==> src/hdl/pst_pkg.sv <==
// shared constants and types for the synthesizer tuning control block
// assumes a single 10 MHz clock; serial pins and the rf input are asynchronous
package pst_pkg;

  localparam int unsigned CLK_HZ = 10000000;
  localparam int unsigned BAND_W = 4;
  localparam int unsigned DIV_W = 15;
  localparam int unsigned CNT_W = 6;

  // frame positions counted in serial clock pulses
  localparam logic [5:0] BAND_PULSE = 6'h04;
  localparam logic [5:0] SHORT_PULSE = 6'h12;
  localparam logic [5:0] DIV_PULSE = 6'h13;
  localparam logic [5:0] FEAT_PULSE = 6'h22;

  // feature bit positions in the shift register after the last accepted pulse
  localparam int unsigned POS_PUMP = 8;
  localparam int unsigned POS_FUNC_LO = 9;
  localparam int unsigned POS_FUNC_HI = 10;
  localparam int unsigned POS_ROUTE = 12;
  localparam int unsigned POS_REF_SEL = 13;
  localparam int unsigned POS_SHORT_MSB = 14;

  localparam logic [14:0] POR_RATIO = 15'h0100;
  localparam logic [2:0] PRESCALE_TOP = 3'h7;
  localparam logic [9:0] REF_TOP_LO = 10'h1ff;
  localparam logic [9:0] REF_TOP_HI = 10'h3ff;
  localparam int unsigned REF_SQ_LO = 8;
  localparam int unsigned REF_SQ_HI = 9;

  // comparator offset pulse width and phase error tolerance, in cycles
  localparam logic [3:0] OFFSET_CYC = 4'h2;
  localparam logic [3:0] LOCK_TOL_CYC = 4'h4;

  typedef enum logic [1:0] {
    RX_IDLE = 2'b01,
    RX_SHIFT = 2'b10
  } pst_rx_t;

  typedef enum logic [1:0] {
    CMP_NORMAL = 2'b00,
    CMP_HIZ = 2'b01,
    CMP_UP_ONLY = 2'b10,
    CMP_DN_ONLY = 2'b11
  } pst_cmp_t;

endpackage

==> src/hdl/pst_divider.sv <==
// prescaler by eight and presettable down-counter with second ratio latch
// assumes hf_level is already synchronised to clock
`timescale 1ns/1ps
module pst_divider (
  input wire logic clock,
  input wire logic arst_n,
  input wire logic hf_level,
  input wire logic [14:0] ratio_a,
  output logic div_pulse,
  output logic half_divider_freq
);

  typedef struct packed {
    logic prev;
    logic [2:0] pre_cnt;
    logic [14:0] cnt;
    logic [14:0] ratio_b;
    logic pulse;
    logic half;
  } pst_div_st_t;

  pst_div_st_t s_q;
  pst_div_st_t s_d;

  always_comb begin
    s_d = s_q;
    s_d.prev = hf_level;
    s_d.pulse = 1'b0;
    if (hf_level && !s_q.prev) begin
      s_d.pre_cnt = s_q.pre_cnt + 3'h1;
      if (s_q.pre_cnt == pst_pkg::PRESCALE_TOP) begin
        if (s_q.cnt == 15'h0000) begin
          // ratio is the plain binary value of the latch
          s_d.cnt = s_q.ratio_b - 15'h0001;
          s_d.ratio_b = ratio_a;
          s_d.pulse = 1'b1;
          s_d.half = !s_q.half;
        end else begin
          s_d.cnt = s_q.cnt - 15'h0001;
        end
      end
    end
  end

  always_ff @(posedge clock or negedge arst_n) begin
    if (!arst_n) begin
      s_q <= '0;
      s_q.ratio_b <= pst_pkg::POR_RATIO;
    end else begin
      s_q <= s_d;
    end
  end

  assign div_pulse = s_q.pulse;
  assign half_divider_freq = s_q.half;

endmodule

==> src/hdl/pst_ctrl.sv <==
// three-wire receiver, feature latches, reference divider, comparator, lock detector
// assumes serial pins and rf input are asynchronous to the 10 MHz clock
`timescale 1ns/1ps
// Overview of operation
// 34-bit frame loads ratio at pulse 19
// feature bits latched at pulse 34 fall
// power-on resets receiver, ratio 256, features
// malformed frames keep only completed fields
// bits beyond 34 are dropped
// 18-bit frame clears divider msb
// 19-bit frame carries full 15-bit ratio
// controller never programs ratio below 17
// unused and trailing bits are ignored
// pump bit one selects low current
// two bits select comparator output mode
// comparator up when fast, offset pulse
// routing puts reference, half divider on bands
// controller sets bands two, three when routing
// reference ratio 512 or 1024, long frames
// down-counter reloads from second latch at zero
// second latch loads synchronous to divider
// ratio is plain binary of divider bits
// lock low when locked, unlock immediate
// prescaler divides input by eight
// enable rise starts frame, bands at 4
// enable fall after 18 loads, clears msb
// data sampled on serial clock rising edge
module pst_ctrl #(
  parameter logic FIXED_REF_1024 = 1'b0
) (
  input wire logic clock,
  input wire logic arst_n,
  input wire logic serial_in_line,
  input wire logic serial_shift_clock,
  input wire logic serial_enable,
  input wire logic hf_in,
  output logic [3:0] band_switch_out,
  output logic pump_up,
  output logic pump_down,
  output logic pump_current_select,
  output logic lock_out
);

  typedef struct packed {
    logic [2:0] en_sync;
    logic [2:0] clk_sync;
    logic [2:0] dat_sync;
    logic [2:0] hf_sync;
    logic en_lvl;
    logic clk_lvl;
    logic dat_lvl;
    logic hf_lvl;
    pst_pkg::pst_rx_t rx;
    logic [5:0] bit_cnt;
    logic [14:0] shreg;
    logic [3:0] band;
    logic [14:0] ratio_a;
    logic pump_low;
    logic func_lo;
    logic func_hi;
    logic route;
    logic ref_sel;
    logic [9:0] ref_cnt;
    logic up;
    logic dn;
    logic [3:0] offs_cnt;
    logic [3:0] err_cnt;
    logic clean;
    logic lock;
    logic [3:0] band_out;
    logic pump_up_o;
    logic pump_dn_o;
  } pst_st_t;

  pst_st_t s_q;
  pst_st_t s_d;
  logic div_pulse;
  logic half_divider_freq;
  logic en_rise;
  logic en_fall;
  logic clk_rise;
  logic clk_fall;
  logic ref_tick;
  logic ref_sq;
  logic unlock;
  logic [9:0] ref_top;

  pst_divider u_div (
    .clock(clock),
    .arst_n(arst_n),
    .hf_level(s_q.hf_lvl),
    .ratio_a(s_q.ratio_a),
    .div_pulse(div_pulse),
    .half_divider_freq(half_divider_freq)
  );

  always_comb begin
    s_d = s_q;
    // three stages per pin; a level counts once the last two agree
    s_d.en_sync = {s_q.en_sync[1:0], serial_enable};
    s_d.clk_sync = {s_q.clk_sync[1:0], serial_shift_clock};
    s_d.dat_sync = {s_q.dat_sync[1:0], serial_in_line};
    s_d.hf_sync = {s_q.hf_sync[1:0], hf_in};
    if (s_q.en_sync[1] == s_q.en_sync[2]) begin
      s_d.en_lvl = s_q.en_sync[2];
    end
    if (s_q.clk_sync[1] == s_q.clk_sync[2]) begin
      s_d.clk_lvl = s_q.clk_sync[2];
    end
    if (s_q.dat_sync[1] == s_q.dat_sync[2]) begin
      s_d.dat_lvl = s_q.dat_sync[2];
    end
    if (s_q.hf_sync[1] == s_q.hf_sync[2]) begin
      s_d.hf_lvl = s_q.hf_sync[2];
    end
    en_rise = s_d.en_lvl && !s_q.en_lvl;
    en_fall = !s_d.en_lvl && s_q.en_lvl;
    clk_rise = s_d.clk_lvl && !s_q.clk_lvl && s_q.en_lvl;
    clk_fall = !s_d.clk_lvl && s_q.clk_lvl;

    // serial receiver
    case (s_q.rx)
      pst_pkg::RX_IDLE: begin
        if (en_rise) begin
          s_d.rx = pst_pkg::RX_SHIFT;
          s_d.bit_cnt = '0;
          s_d.shreg = '0;
        end
      end
      pst_pkg::RX_SHIFT: begin
        if (en_fall) begin
          // a short frame keeps whatever fields completed before this point
          s_d.rx = pst_pkg::RX_IDLE;
          if (s_q.bit_cnt == pst_pkg::SHORT_PULSE) begin
            s_d.ratio_a = {1'b0, s_q.shreg[13:0]};
          end
          if (s_q.bit_cnt >= pst_pkg::SHORT_PULSE && s_q.bit_cnt < pst_pkg::FEAT_PULSE) begin
            s_d.ref_sel = 1'b0;
          end
        end else if (clk_rise && s_q.bit_cnt < pst_pkg::FEAT_PULSE) begin
          s_d.shreg = {s_q.shreg[13:0], s_q.dat_lvl};
          s_d.bit_cnt = s_q.bit_cnt + 6'h01;
        end else if (clk_fall) begin
          if (s_q.bit_cnt == pst_pkg::BAND_PULSE) begin
            s_d.band = s_q.shreg[3:0];
          end
          if (s_q.bit_cnt == pst_pkg::DIV_PULSE) begin
            s_d.ratio_a = s_q.shreg;
          end
          if (s_q.bit_cnt == pst_pkg::FEAT_PULSE) begin
            // unused slots and trailing bits are simply never picked up
            s_d.pump_low = s_q.shreg[pst_pkg::POS_PUMP];
            s_d.func_lo = s_q.shreg[pst_pkg::POS_FUNC_LO];
            s_d.func_hi = s_q.shreg[pst_pkg::POS_FUNC_HI];
            s_d.route = s_q.shreg[pst_pkg::POS_ROUTE];
            s_d.ref_sel = s_q.shreg[pst_pkg::POS_REF_SEL];
          end
        end
      end
      default: begin
        s_d.rx = pst_pkg::RX_IDLE;
      end
    endcase

    // reference divider, the fixed variant ignores the select bit
    ref_top = (s_q.ref_sel || FIXED_REF_1024) ? pst_pkg::REF_TOP_HI : pst_pkg::REF_TOP_LO;
    ref_tick = (s_q.ref_cnt >= ref_top);
    ref_sq = (s_q.ref_sel || FIXED_REF_1024) ? s_q.ref_cnt[pst_pkg::REF_SQ_HI] :
             s_q.ref_cnt[pst_pkg::REF_SQ_LO];
    s_d.ref_cnt = ref_tick ? '0 : s_q.ref_cnt + 10'h001;

    // phase and frequency comparator
    s_d.up = s_q.up || div_pulse;
    s_d.dn = s_q.dn || ref_tick;
    if (s_d.up && s_d.dn) begin
      s_d.up = 1'b0;
      s_d.dn = 1'b0;
    end
    if (ref_tick) begin
      s_d.offs_cnt = pst_pkg::OFFSET_CYC;
    end else if (s_q.offs_cnt != 4'h0) begin
      s_d.offs_cnt = s_q.offs_cnt - 4'h1;
    end
    case (pst_pkg::pst_cmp_t'({s_q.func_hi, s_q.func_lo}))
      pst_pkg::CMP_NORMAL: begin
        s_d.pump_up_o = s_q.up || (s_q.offs_cnt != 4'h0);
        s_d.pump_dn_o = s_q.dn;
      end
      pst_pkg::CMP_HIZ: begin
        s_d.pump_up_o = 1'b0;
        s_d.pump_dn_o = 1'b0;
      end
      pst_pkg::CMP_UP_ONLY: begin
        s_d.pump_up_o = 1'b1;
        s_d.pump_dn_o = 1'b0;
      end
      default: begin
        s_d.pump_up_o = 1'b0;
        s_d.pump_dn_o = 1'b1;
      end
    endcase

    // lock detector: a one-sided error lasting the tolerance or longer is an unlock
    if (s_q.up != s_q.dn) begin
      s_d.err_cnt = (s_q.err_cnt == pst_pkg::LOCK_TOL_CYC) ? s_q.err_cnt :
                    s_q.err_cnt + 4'h1;
    end else begin
      s_d.err_cnt = '0;
    end
    unlock = (s_q.err_cnt == pst_pkg::LOCK_TOL_CYC);
    if (unlock) begin
      s_d.lock = 1'b1;
      s_d.clean = 1'b0;
    end else if (ref_tick) begin
      if (s_q.clean) begin
        s_d.lock = 1'b0;
      end
      s_d.clean = 1'b1;
    end

    // band outputs, test routing overrides bands two and three
    s_d.band_out = s_q.band;
    if (s_q.route) begin
      s_d.band_out[2] = ref_sq;
      s_d.band_out[3] = half_divider_freq;
    end
  end

  always_ff @(posedge clock or negedge arst_n) begin
    if (!arst_n) begin
      s_q <= '0;
      s_q.rx <= pst_pkg::RX_IDLE;
      s_q.ratio_a <= pst_pkg::POR_RATIO;
      s_q.lock <= 1'b1;
    end else begin
      s_q <= s_d;
    end
  end

  assign band_switch_out = s_q.band_out;
  assign pump_up = s_q.pump_up_o;
  assign pump_down = s_q.pump_dn_o;
  assign pump_current_select = s_q.pump_low;
  assign lock_out = s_q.lock;
endmodule

==> config.mk <==
export PLATFORM = sky130hd
export DESIGN_NAME = pst_ctrl
export DESIGN_NICKNAME = d
export VERILOG_FILES = /design/src/hdl/pst_pkg.sv /design/src/hdl/pst_divider.sv /design/src/hdl/pst_ctrl.sv
export SDC_FILE = /design/constraint.sdc
export NUM_CORES = 1
export LEC_CHECK = 0
export ABC_AREA = 1
export BUFFER_PORTS_ARGS = -buffer_cell sky130_fd_sc_hd__buf_2
export CORE_MARGIN = 2
export CORE_UTILIZATION = 38
export DETAILED_ROUTE_END_ITERATION = 16
export REMOVE_ABC_BUFFERS = 1
export SYNTH_ARGS = -nofsm -noshare
export SYNTH_HDL_FRONTEND = slang
export SYNTH_SLANG_ARGS = --single-unit
==> constraint.sdc <==
create_clock -name clock -period 2.1 [get_ports clock]
set_input_delay 0.42 -clock clock [delete_from_list [all_inputs] [get_ports clock]]
set_output_delay 0.42 -clock clock [all_outputs]
set_load 0.05 [all_outputs]
Yosys cells after proc, flatten, opt, wreduce, memory -nomap -nowiden

Index checks and enable logic that the tools add are counted.

Magnitude comparators: 3
$add $sub $neg: 7
Reductions and logical operators: 37
Multipliers: 0
Bitwise operators: 2
Shifts and indexed selects: 0
Muxes and demuxes: 34
Equal/unequal tests: 23
Div/mod/pow operators: 0

Operator list:

| kind                  | count |
|---|---|
| $mux 15               | 4 |
| $mux 24               | 2 |
| $pmux 21 s2           | 1 |
| $sub 15x1->15 const B | 2 |
| $mux 25               | 1 |
| $mux 23               | 1 |
| $mux 21               | 1 |
| $mux 10               | 2 |
| $mux 4                | 5 |
| $reduce_and 5->1      | 4 |
| $mux 2                | 8 |
| $logic_not 15->1      | 1 |
| $reduce_bool 2->1     | 7 |
| $eq 6x5->1 const B    | 2 |
| $ne 2x2->1 const B    | 6 |
| $add 10x1->10 const B | 1 |
| $ge 10x10->1          | 1 |
| $logic_and 1x1->1     | 9 |
| $add 6x1->6 const B   | 1 |
| $eq 6x3->1 const B    | 1 |
| $eq 6x6->1 const B    | 1 |
| $ge 6x5->1 const B    | 1 |
| $logic_not 1->1       | 6 |
| $lt 6x6->1 const B    | 1 |
| 21 further kinds      | 37 |

Word-level logic and storage cells: 140
Memory bits (read-only): 0
Latch bits: 0
Input bits: 6
Memory bits (writable): 0
Output and inout bits: 8
Bits in registers: 127
Memories: 0

Logic depth before layout (Yosys ltp)

Gate-level depths: netlist of the first run.

Depth after elaboration: 8
Depth in mapped cells: 13
Depth with buffers taken out: 13

Cells and area by module

A second synthesis of the first run with hierarchy kept.

Cells, all modules: 712
Area, all modules: 5,974.5 µm²

Modules (own cells, without submodules):

| module      | sequential area each (µm²) | cells an instance | instances | area each (µm²) |
|---|---|---|---|---|
| pst_ctrl    | 2,280.9                    | 430               | 1         | 3,935.0 |
| pst_divider | 902.1                      | 282               | 1         | 2,039.5 |

Least setup slack after synthesis of the first run

No wires, ideal clock.

Kind: reg-to-reg
Start point: register u_div.s_q[25] in the netlist's numbering
End point: register u_div.s_q[29] in the netlist's numbering
Period minus slack after synthesis: 1.808 ns
Library setup time: 0.118 ns
Path slack: 0.292 ns
Cell stages (with the launch flop): 13
Data required time: 1.982 ns
Arrival time: 1.690 ns
Path buffers: 1
Cells stage by stage: dfrtp_1 > nor2_1 > nand2_1 > nor2_2 > buf_6 > nand3_2 > nand2_4 > ha_1 > nand3_4 > nor2_4 > nand2_2 > xor2_1 > inv_1

Cells in the longest elaborated chain, start to end: 2
Elaborated cells on any way between the ends: 3
Those cells by class: 1 x add/sub; 1 x mux; 1 x reduce/logical

Ends and longest elaborated chain:

| item                                                     | line                                 | text |
|---|---|---|
| start, declared                                          | pst_divider.sv:22                    | `pst_div_st_t s_q;` |
| $sub 15x1->15 / $logic_not 15->1 (equally long branches) | pst_divider.sv:39, pst_divider.sv:32 |  |
| $mux 15 (*)                                              | pst_divider.sv:32                    | `if (s_q.cnt == 15'h0000) begin` |

Every way passes the cells marked *; elsewhere a longest branch is shown, timed or not.
A chain may end at the register's enable or synchronous reset.

Worst setup path after layout of the first run

Start point: register u_div.s_q[22] in the netlist's numbering
End point: register u_div.s_q[19] in the netlist's numbering

Cells in the longest elaborated chain, start to end: 2

Ends and longest elaborated chain:

| item             | line |
|---|---|
| $logic_not 15->1 | pst_divider.sv:32 |
| $mux 15          | pst_divider.sv:32 |

No other way between the ends.

==> flow_summary_export.csv, run 1 <==
group,metric,value,unit
timing,rsz0062_at_grt,"false",
synthesis,synthArstFlopShare,100.0,%
timing,finalCritPeriodShare,91.96,%
synthesis,syn_area_per_cell,8.842,um^2
global_route,use_met2,24.57,%
clock_network,cts.clk_slew.worst_paths,0.06,ns
timing,worstMarginPinSlew,0.4990,ns
worst_setup_path,reg2regPathDepth,11,
place,dpl.hpwl,7977,um
global_route,grtUsageMet1,19.87,%
timing,slew_headroom,66.65,%
worst_setup_path,crit_family,"simple AND/OR/NAND/NOR gates",
layout,drive_above_1_share,12.92,%
synthesis,syn_inst,643,
worst_setup_path,cp_num_cells,11,
worst_setup_path,slowest_stage,"dfrtp_1",
die,core,14590,um^2
place,dp.cells,839,
worst_setup_path,endpoint_kind,"flip-flop",
global_route,grt_pass1_wl,19620,um
die,die_w,126.3,um
outcome,outcome,"finished clean",
hold_path,hold_start,"serial_shift_clock",
timing,setup_viol,0,
synthesis,synth_area_leaders,"dfrtp_1, nand2_1, inv_1",
clock_network,clk_latency,0.41,ns
global_route,antenna_found_initial,0,
layout,nFillCells,1352,
clock_network,numCtsBuffers,17,
die,die_y,126.3,um
global_route,gr-total-overflow,0,
global_route,grt_max_degree,41,
drt,drc,0,
power_and_ir_drop,peakVddDrop,0.6681,mV
flow_run,max_cap_viol_count,0,
worst_setup_path,max_stage_delay,0.40,ns
layout,fin_util,45.75,%
worst_setup_path,critical_path_buf_inv_count,1,
worst_setup_path,critical_path_class,"reg -> reg",
global_route,grt_pass1_vias,4213,
layout,final_cells,873,
hold_path,min_path_type,"in -> reg",
drt,wire_per_inst,12.81,um
layout,final_common_cell,"nand2_1",
worst_setup_path,crit_chain,"nor2_1 > nand2_1 > nor2_2 > nand2_1 > nor2_2 > nor2_2 > ha_1 > nand2_1 > inv_1 > o21ai_0 > o21ai_0",
synthesis,seq_area_frac_synth,55.99,%
synthesis,ys.warnings.count,0,
timing,slew_violations,0,
clock_network,root_buffer,"clkbuf_16",
worst_setup_path,worstPathMaxFanout,4,
clock_network,cts_setup_buffers,0,
layout,diodes,0,
worst_setup_path,reg2reg_setup_slack,0.17,ns
die,start_util,38.97,%
worst_setup_path,r2r_end,"u_div.s_q[19]$_DFFE_PN0P_",
die,pin_count,14,
drt,totalWireLength,11180,um
layout,multiInputGateArea,2072,um^2
power_and_ir_drop,p_leak,3.306,nW
worst_setup_path,cp.required,2.38,ns
timing,finalHoldViolCount,0,
drt,antenna_left,0,
layout,syn2layout_area_growth,17.39,%
layout,layout_common_cells,"nand2_1, dfrtp_1, inv_1",
layout,ff_latch_area,3183,um^2
worst_setup_path,rr_startpoint,"u_div.s_q[22]$_DFFE_PN0P_",
timing,fin_worst_skew,0.008517,ns
global_route,busiest_layer,"met2",
clock_network,clk_path_buf_depth,2,
layout,nets,694,
hold_path,holdPathStages,1,
timing,period_minus_slack,1.931,ns
drt,first_pass_iters,4,
synthesis,ys.flop_type,"dfrtp_1",
synthesis,ys_seq_elements,127,
worst_setup_path,crit_path_start_kind,"flip-flop",
synthesis,ys_types,44,
synthesis,synth-edff-count,0,
global_route,grt.total_usage,15.34,%
drt,via_per_inst,4.747,
synthesis,synth_top_area_share,54.14,%
timing,max_freq,517.8,MHz
die,dieArea,15960,um^2
clock_network,htree_levels,4,
hold_path,holdPathEnd,"s_d[86]$_DFF_PN0_",
synthesis,syn_area,5685,um^2
global_route,grt_use_met3,4.260,%
place,portBuffers,13,
clock_network,cts_tree,"done",
clock_network,clock_sink_count,127,
worst_setup_path,cp.arrival,2.21,ns
power_and_ir_drop,powerDensity,1136,nW/um^2
synthesis,yosysTopAreaCell,"dfrtp_1",
drt,via_count,4144,
place,routabilityCongestion,0.8864,
die,row_count,44,
drt,drt-initial-drc-count,249,
worst reg2reg max path, delay by kind of cell, from the launching register on:
kind,cells,cell delay (ns)
buffers and inverters,1,0.04
DFF,1,0.40
AOI/OAI and AO/OA,2,0.28
and+or+nand+nor,7,0.86
adders and majority gates,1,0.25
state kept, by name (all words and copies together) (netlist names):
register,count
u_div.div_pulse,1
band_switch_out,4
pump_up,1
pump_down,1
lock_out,1
u_div.half_divider_freq,1
u_div.s_q,34
s_q,73
s_d,10
pump_current_select,1
cell families (layout without fill, tap and decap cells):
kind of cell	after synthesis	count (layout)	share of synthesized area (%)
XOR/XNOR	10	10	1.540
buffers and inverters	106	152	7.702
AND/OR/NAND/NOR	301	301	23.28
adder cells (fa/ha/maj)	14	14	2.993
AO/OA/AOI/OAI	85	85	8.495
flip-flops	127	127	55.99
per-layer routing:
layer  up-vias  part of all wire [%]
met3        18                   3.6
met4         0                   1.5
li1       2102                     -
met5         -                     0
met2        62                    48
met1      1962                    47
how the worst max path moves through the flow:
stage / startpoint / to / slack (ns)
after detailed placement: s_q[18]$_DFF_PN0_ / s_q[24]$_DFF_PN0_ / 0.11
after floorplan: u_div.s_q[32]$_DFFE_PN0P_ / u_div.s_q[16]$_DFFE_PN0P_ / -0.16
after CTS: s_q[18]$_DFF_PN0_ / s_q[24]$_DFF_PN0_ / 0.10
final: u_div.s_q[22]$_DFFE_PN0P_ / u_div.s_q[19]$_DFFE_PN0P_ / 0.17
after global placement: s_q[18]$_DFF_PN0_ / s_q[24]$_DFF_PN0_ / 0.21
after global routing: u_div.s_q[30]$_DFFE_PN0P_ / u_div.s_q[29]$_DFFE_PN0P_ / 0.007
where the power goes:
part	internal (mW)	switching, mW
Combinational	0.598	1.23
Sequential	2.65	0.122
Clock	1.96	1.03
layout make-up:
class,count,area share [%]
sequential,127,47.69
multi-input combinational,410,31.05
clock buffer,23,7.162
inverter,90,5.118
tap,184,3.450
timing repair buffer,29,3.412
clock inverter,9,2.006
timing repair inverter,1,0.1125
repair_timing:
action | CTS | global route
setup endpoints to repair | 0 | 19
hold endpoints to repair | 27 | 0
hold buffers | 1 | 0
gates resized for setup | 0 | 5
stage by stage:
step | setup slack [ns] | hold WS (ns) | total power [mW] | cell area [um^2] | TNS (ns)
3_3_place_gp | 0.2116 | 0.3337 | 4.563 | 6033 | 0
2_1_floorplan | -0.1579 | 0.1244 | 4.143 | 5585 | -1.991
3_5_place_dp | 0.1085 | 0.3347 | 4.620 | 6033 | 0
6_report | 0.1689 | 0.1125 | 7.579 | 6674 | 0
4_1_cts | 0.1023 | 0.09680 | 7.644 | 6655 | 0
5_1_grt | 0.007407 | 0.08957 | 8.038 | 6674 | 0
cell usage after synthesis (all sizes together) (6+ instances only):
cell / n
a21oi: 9
buf: 11
dfrtp: 123
ha: 12
inv: 89
nand2: 177
nand3: 39
nor2: 63
nor3: 13
o21ai: 52
o22ai: 14
xor2: 6
Power figures use the tool's default switching activity.
==> run 2: changes to the inputs <==
Settings changed: CORE_ASPECT_RATIO set to 1.4.
==> run 2 against run 1 <==
Utilization decreased by 0.51 points. Largest cell class unchanged. Total power decreased by 1.5%. Largest power group unchanged. Final cell count increased by 0.23%.
==> flow_summary_export.csv, run 2 (same netlist as run 1, synthesis figures left out) <==
group,metric,value,unit
timing,slew_violations,0,
flow_run,max_cap_viol_count,0,
timing,fin_ws,0.1930,ns
power_and_ir_drop,power.internal,5.063,mW
timing,setup_viol,0,
clock_network,root_buffer,"clkbuf_16",
layout,syn2layout_area_growth,15.96,%
timing,max_freq,524.4,MHz
layout,diodes,0,
timing,finalCritPeriodShare,90.81,%
outcome,outcome,"finished clean",
drt,via_per_inst,4.718,
worst_setup_path,cp-startpoint,"u_div.s_q[26]$_DFFE_PN0P_",
layout,drive_above_1_share,12.39,%
timing,period_minus_slack,1.907,ns
worst_setup_path,crit_path_start_kind,"flip-flop",
drt,totalWireLength,10680,um
die,pin_count,14,
worst_setup_path,endpoint_kind,"flip-flop",
clock_network,numCtsBuffers,17,
global_route,grt_max_degree,128,
global_route,grt.total_usage,14.97,%
timing,finalSetupTns,0,ns
power_and_ir_drop,power.share.switching,32.17,%
drt,first_pass_iters,4,
layout,regMostFlops,"s_q",
power_and_ir_drop,powerDensity,1132,nW/um^2
drt,drt-initial-drc-count,216,
worst_setup_path,cp.required,2.40,ns
worst_setup_path,critical_path_class,"reg -> reg",
worst_setup_path,cp.arrival,2.20,ns
layout,nFillCells,1449,
place,pre_cts_ws,0.08805,ns
die,die_y,148.7,um
die,dieArea,15970,um^2
clock_network,clk_path_buf_depth,2,
clock_network,cts.clk_slew.worst_paths,0.06,ns
die,start_util,39.01,%
clock_network,cts_hold_buf,0,
power_and_ir_drop,p_leak,3.282,nW
power_and_ir_drop,power_frac_seq,37.1,%
global_route,antenna_found_initial,0,
global_route,gr-total-overflow,0,
drt,wire_per_inst,12.21,um
place,placed_area,6000,um^2
timing,fin_worst_skew,0.006561,ns
power_and_ir_drop,combPwrFrac,25.4,%
layout,design_area,6593,um^2
layout,final_common_cell,"nand2_1",
place,dpl.hpwl,7454,um
layout,layout_common_cells,"nand2_1, dfrtp_1, inv_1",
drt,via_count,4128,
die,row_count,52,
place,portBuffers,13,
worst_setup_path,rr_startpoint,"u_div.s_q[26]$_DFFE_PN0P_",
layout,final_cells,875,
timing,slew_headroom,54.34,%
place,dp.cells,842,
hold_path,min_path_type,"in -> async",
layout,largest_reg_flops,73,
power_and_ir_drop,p_switching,2.402,mW
timing,finalHoldViolCount,0,
clock_network,clock_sink_count,127,
die,core,14570,um^2
drt,drc,0,
worst_setup_path,worstPathMaxFanout,5,
power_and_ir_drop,peakVddDrop,0.5510,mV
timing,worstMarginPinSlew,0.6849,ns
die,die_w,107.4,um
timing,whs,0.08524,ns
global_route,grt_pass1_vias,4304,
clock_network,htree_levels,4,
clock_network,clk_latency,0.41,ns
clock_network,cts_tree,"done",
global_route,grt_pass1_wl,19180,um
place,routabilityCongestion,0.8546,
layout,nets,691,
drt,antenna_left,0,
power_and_ir_drop,clock_power_share,37.5,%
run 2: timing repair:
| item | CTS | global route |
|---|---|---|
| setup buffers | 0 | 1 |
| setup endpoints to repair | 0 | 14 |
| resized for setup | 0 | 5 |
run 2: final cells by class:
class                      instances  area [um^2]  area share, %
clock buffer                      22        454.2          6.889
timing repair buffer              27        185.2          2.809
multi-input combinational        410         2082          31.58
inverter                          90        337.8          5.124
tap                              189        236.5          3.587
clock inverter                    10        113.9          1.727
sequential                       127         3183          48.28
run 2: power by group through the flow:
stage          registers [mW]  logic [mW]  clock network, mW
6_report                 2.77        1.89               2.80
5_1_grt                  2.80        2.14               2.98
4_1_cts                  2.77        1.84               2.86
3_5_place_dp             2.80        1.83                  0
3_3_place_gp             2.79        1.80                  0
2_1_floorplan            2.79        1.35                  0
run 2: routing by layer:
metal / track usage (%) / share of wire (%) / wire, um / vias up
li1: - / - / - / 2101
met1: 17.38 / 43 / 4579 / 1966
met2: 26.30 / 52 / 5539 / 42
met3: 3.670 / 2.5 / 271 / 19
met4: 6.154 / 2.7 / 292 / 0
met5: 0 / 0 / 0 / -
run 2: worst paths after layout:
path	end	slack [ns]	cells past startpoint
setup / recovery	u_div.s_q[29]$_DFFE_PN0P_	0.19	12
hold / removal	s_d[81]$_DFF_PN0_	0.09	2
setup reg to reg	u_div.s_q[29]$_DFFE_PN0P_	0.19	12
hold reg to reg	s_d[84]$_DFF_PN0_	0.35	0
max in group asynchronous	s_d[2]$_DFFE_PN0P_	1.49	2
min in group clock	s_d[80]$_DFF_PN0_	0.11	1
run 2: metrics by stage:
step | utilization (%) | power (mW)
floorplan | - | 4.143
global placement | 41.17 | 4.596
detailed placement | 41.17 | 4.636
CTS | 45.06 | 7.470
global route | 45.24 | 7.909
finish | 45.24 | 7.465
run 2: worst max-delay path, stage by stage, from the launching register on:
cell	delay, ns
dfrtp_1	0.39
nor2_1	0.12
nand2_1	0.11
nor2_4	0.19
nand2_2	0.09
nor2_1	0.12
nor2_2	0.07
ha_1	0.25
nand3_4	0.13
nor2_4	0.06
nand2_2	0.06
xor2_1	0.14
inv_1	0.06
==> run 3: changes to the inputs <==
Settings changed: ABC_AREA 1 to not set.
Clock period 2.1 ns to 2.2 ns, I/O delays scaled along.
==> run 3 against run 2 <==
The flow now finishes with violations (negative setup slack). Clock-buffer cell count is 5 lower. Area after synthesis is 0.29% lower. Largest cell class unchanged. Setup slack worse by 0.24 ns. Routed wire length rose by 5.5%. Flip-flop and latch count did not move. Maximum frequency down 15%.
==> flow_summary_export.csv, run 3 <==
group,metric,value,unit
synthesis,synth.most_common_cell,"dfrtp_1",
worst_setup_path,crit_path_start_kind,"flip-flop",
layout,syn2layout_area_growth,22.53,%
timing,period_minus_slack,2.247,ns
clock_network,htree_levels,4,
outcome,violations,"negative setup slack",
hold_path,min_path_type,"in -> async",
global_route,grt.total_usage,15.57,%
place,placed_area,6141,um^2
die,die_y,148.5,um
layout,nFillCells,1285,
layout,largest_reg_flops,73,
power_and_ir_drop,power.share.switching,27.77,%
layout,design_area,6947,um^2
synthesis,synthArstFlopShare,100.0,%
worst_setup_path,critical_path_class,"reg -> reg",
global_route,antenna_found_initial,0,
worst_setup_path,worstPathMaxFanout,4,
layout,nets,569,
worst_setup_path,cp.required,2.56,ns
drt,drc,0,
power_and_ir_drop,powerDensity,959.6,nW/um^2
die,die_w,107.2,um
synthesis,synth_top_family_by_area,"simple AND/OR/NAND/NOR gates",
drt,antenna_left,0,
timing,worstMarginPinSlew,0.5273,ns
synthesis,synth_top_area_share,54.29,%
synthesis,ys_types,61,
drt,drt-initial-drc-count,243,
layout,drive_above_1_share,29.43,%
flow_run,max_cap_viol_count,0,
place,pre_cts_ws,-0.2097,ns
global_route,grt_max_degree,42,
clock_network,clk_path_buf_depth,2,
die,pin_count,14,
drt,via_per_inst,5.259,
synthesis,syn_area_per_cell,11.52,um^2
place,dpl.hpwl,7716,um
timing,rsz0062_at_grt,"true",
global_route,grt_pass1_wl,19460,um
synthesis,synth_compound_area_share,12.38,%
power_and_ir_drop,p_switching,1.851,mW
power_and_ir_drop,power.internal,4.815,mW
power_and_ir_drop,power_frac_seq,39.0,%
layout,diodes,0,
layout,regMostFlops,"s_q",
synthesis,ys.warnings.count,0,
synthesis,yosysTopAreaCell,"dfrtp_1",
clock_network,cts.clk_slew.worst_paths,0.06,ns
clock_network,clk_latency,0.42,ns
power_and_ir_drop,combPwrFrac,17.2,%
synthesis,syn_area,5669,um^2
clock_network,root_buffer,"clkbuf_16",
timing,fin_ws,-0.04719,ns
timing,finalCritPeriodShare,102.1,%
layout,ff_latch_area,3183,um^2
outcome,outcome,"complete, but fails checks",
synthesis,synth-xor-area-share,2.781,%
synthesis,synth-edff-count,0,
synthesis,ys.flop_type,"dfrtp_1",
synthesis,syn_inst,492,
place,routabilityCongestion,0.8523,
drt,first_pass_iters,5,
timing,finalHoldViolCount,0,
layout,final_common_cell,"dfrtp_1",
place,portBuffers,13,
synthesis,synthMuxAreaShare,8.078,%
worst_setup_path,endpoint_kind,"flip-flop",
power_and_ir_drop,peakVddDrop,0.6579,mV
worst_setup_path,reg2reg_setup_slack,-0.05,ns
drt,wire_per_inst,14.97,um
die,dieArea,15930,um^2
clock_network,cts_hold_buf,0,
synthesis,synth_area_leaders,"dfrtp_1, mux2_2, nor2_1",
worst_setup_path,r2r_end,"u_div.s_q[27]$_DFFE_PN0P_",
drt,via_count,3960,
timing,max_freq,445.0,MHz
synthesis,ys_seq_elements,127,
clock_network,numCtsBuffers,17,
power_and_ir_drop,clock_power_share,43.8,%
clock_network,clock_sink_count,127,
synthesis,ys_top_cells_by_count,"dfrtp_1, nor2_1, mux2_2",
timing,slew_headroom,64.85,%
timing,slew_violations,0,
synthesis,seq_area_frac_synth,56.15,%
global_route,grt_pass1_vias,4045,
die,start_util,39.07,%
worst_setup_path,rr_startpoint,"u_div.s_q[28]$_DFFE_PN0P_",
die,row_count,52,
worst_setup_path,cp.arrival,2.60,ns
layout,multiInputGateArea,2382,um^2
layout,layout_common_cells,"dfrtp_1, buf_4, nor2_1",
timing,setup_viol,14,
worst_setup_path,reg2regPathDepth,10,
drt,totalWireLength,11270,um
clock_network,cts_tree,"done",
timing,fin_worst_skew,0.009748,ns
synthesis,synth_simple_gate_area_share,13.60,%
global_route,gr-total-overflow,0,
synthesis,synth_fa_ha_area_share,3.002,%
die,core,14510,um^2
power_and_ir_drop,p_leak,3.205,nW
## run 3: what timing repair did
action                                  in CTS  in global routing
buffers inserted                             4                  5
gates cloned                                 1                  0
gates resized for setup                     14                 10
pin swaps                                   14                 10
endpoints found under the setup margin      21                 28
endpoints found under the hold margin        0                  0
## run 3: how the worst max path moves through the flow
stage / start / endpoint / slack, ns / cells after the start
3_5_place_dp: u_div.s_q[20]$_DFFE_PN0P_ / u_div.s_q[25]$_DFFE_PN0P_ / -0.21 / 10
6_report: u_div.s_q[28]$_DFFE_PN0P_ / u_div.s_q[27]$_DFFE_PN0P_ / -0.05 / 10
2_1_floorplan: u_div.s_q[28]$_DFFE_PN0P_ / u_div.s_q[25]$_DFFE_PN0P_ / -0.60 / 10
5_1_grt: u_div.s_q[30]$_DFFE_PN0P_ / u_div.s_q[21]$_DFFE_PN0P_ / -0.17 / 10
3_3_place_gp: u_div.s_q[20]$_DFFE_PN0P_ / u_div.s_q[25]$_DFFE_PN0P_ / -0.10 / 10
4_1_cts: u_div.s_q[29]$_DFFE_PN0P_ / u_div.s_q[21]$_DFFE_PN0P_ / -0.13 / 10
## run 3: cell type report
type | count | share of cell area [%]
clock buffer | 17 | 6.124
multi-input combinational | 322 | 34.29
inverter | 22 | 1.189
tap | 189 | 3.404
sequential | 127 | 45.82
timing repair buffer | 61 | 6.340
clock inverter | 15 | 2.828
## run 3: cell families after synthesis
logic type                 after synthesis
adders and majority gates               14
and+or+nand+nor                        146
DFF                                    127
AOI/OAI and AO/OA                      102
muxes                                   41
xor gates and xnor gates                18
buffers and inverters                   44
## run 3: stage by stage
stage          setup TNS (ns)  utilization (%)  instances  total power, mW  hold WS (ns)
2_1_floorplan          -5.093                -        470            3.202        0.1444
3_3_place_gp          -0.4824            42.32        712            3.576        0.3361
3_5_place_dp           -1.183            42.32        712            3.612        0.3355
4_1_cts                -1.350            47.29        749            6.646      0.005114
5_1_grt                -1.656            47.88        753            6.971       0.03246
6_report              -0.2070            47.88        753            6.666      0.001501
## run 3: per-layer routing
layer  up-vias  track usage (%)  wire length, um
met5         -                0                0
met4         0            7.208              293
met3        27            3.637              382
met2        74            27.03             5966
met1      1974            18.07             4628
li1       1885                -                -
## run 3: power groups by stage
stage	Sequential [mW]	Combinational, mW	Clock, mW
6_report	2.60	1.15	2.92
5_1_grt	2.62	1.26	3.10
4_1_cts	2.60	1.06	2.98
3_5_place_dp	2.64	0.972	0
3_3_place_gp	2.63	0.947	0
2_1_floorplan	2.69	0.516	0
## run 3: worst max-delay path, cell delays in order, from the launching register on
cell and delay, ns:
dfrtp_1 0.35, or4_4 0.15, nor4_4 0.04, and2_4 0.18, a21oi_2 0.13, ha_2 0.20, inv_2 0.05, a311oi_4 0.29
nand4_1 0.20, or4_4 0.52, nand3_2 0.07
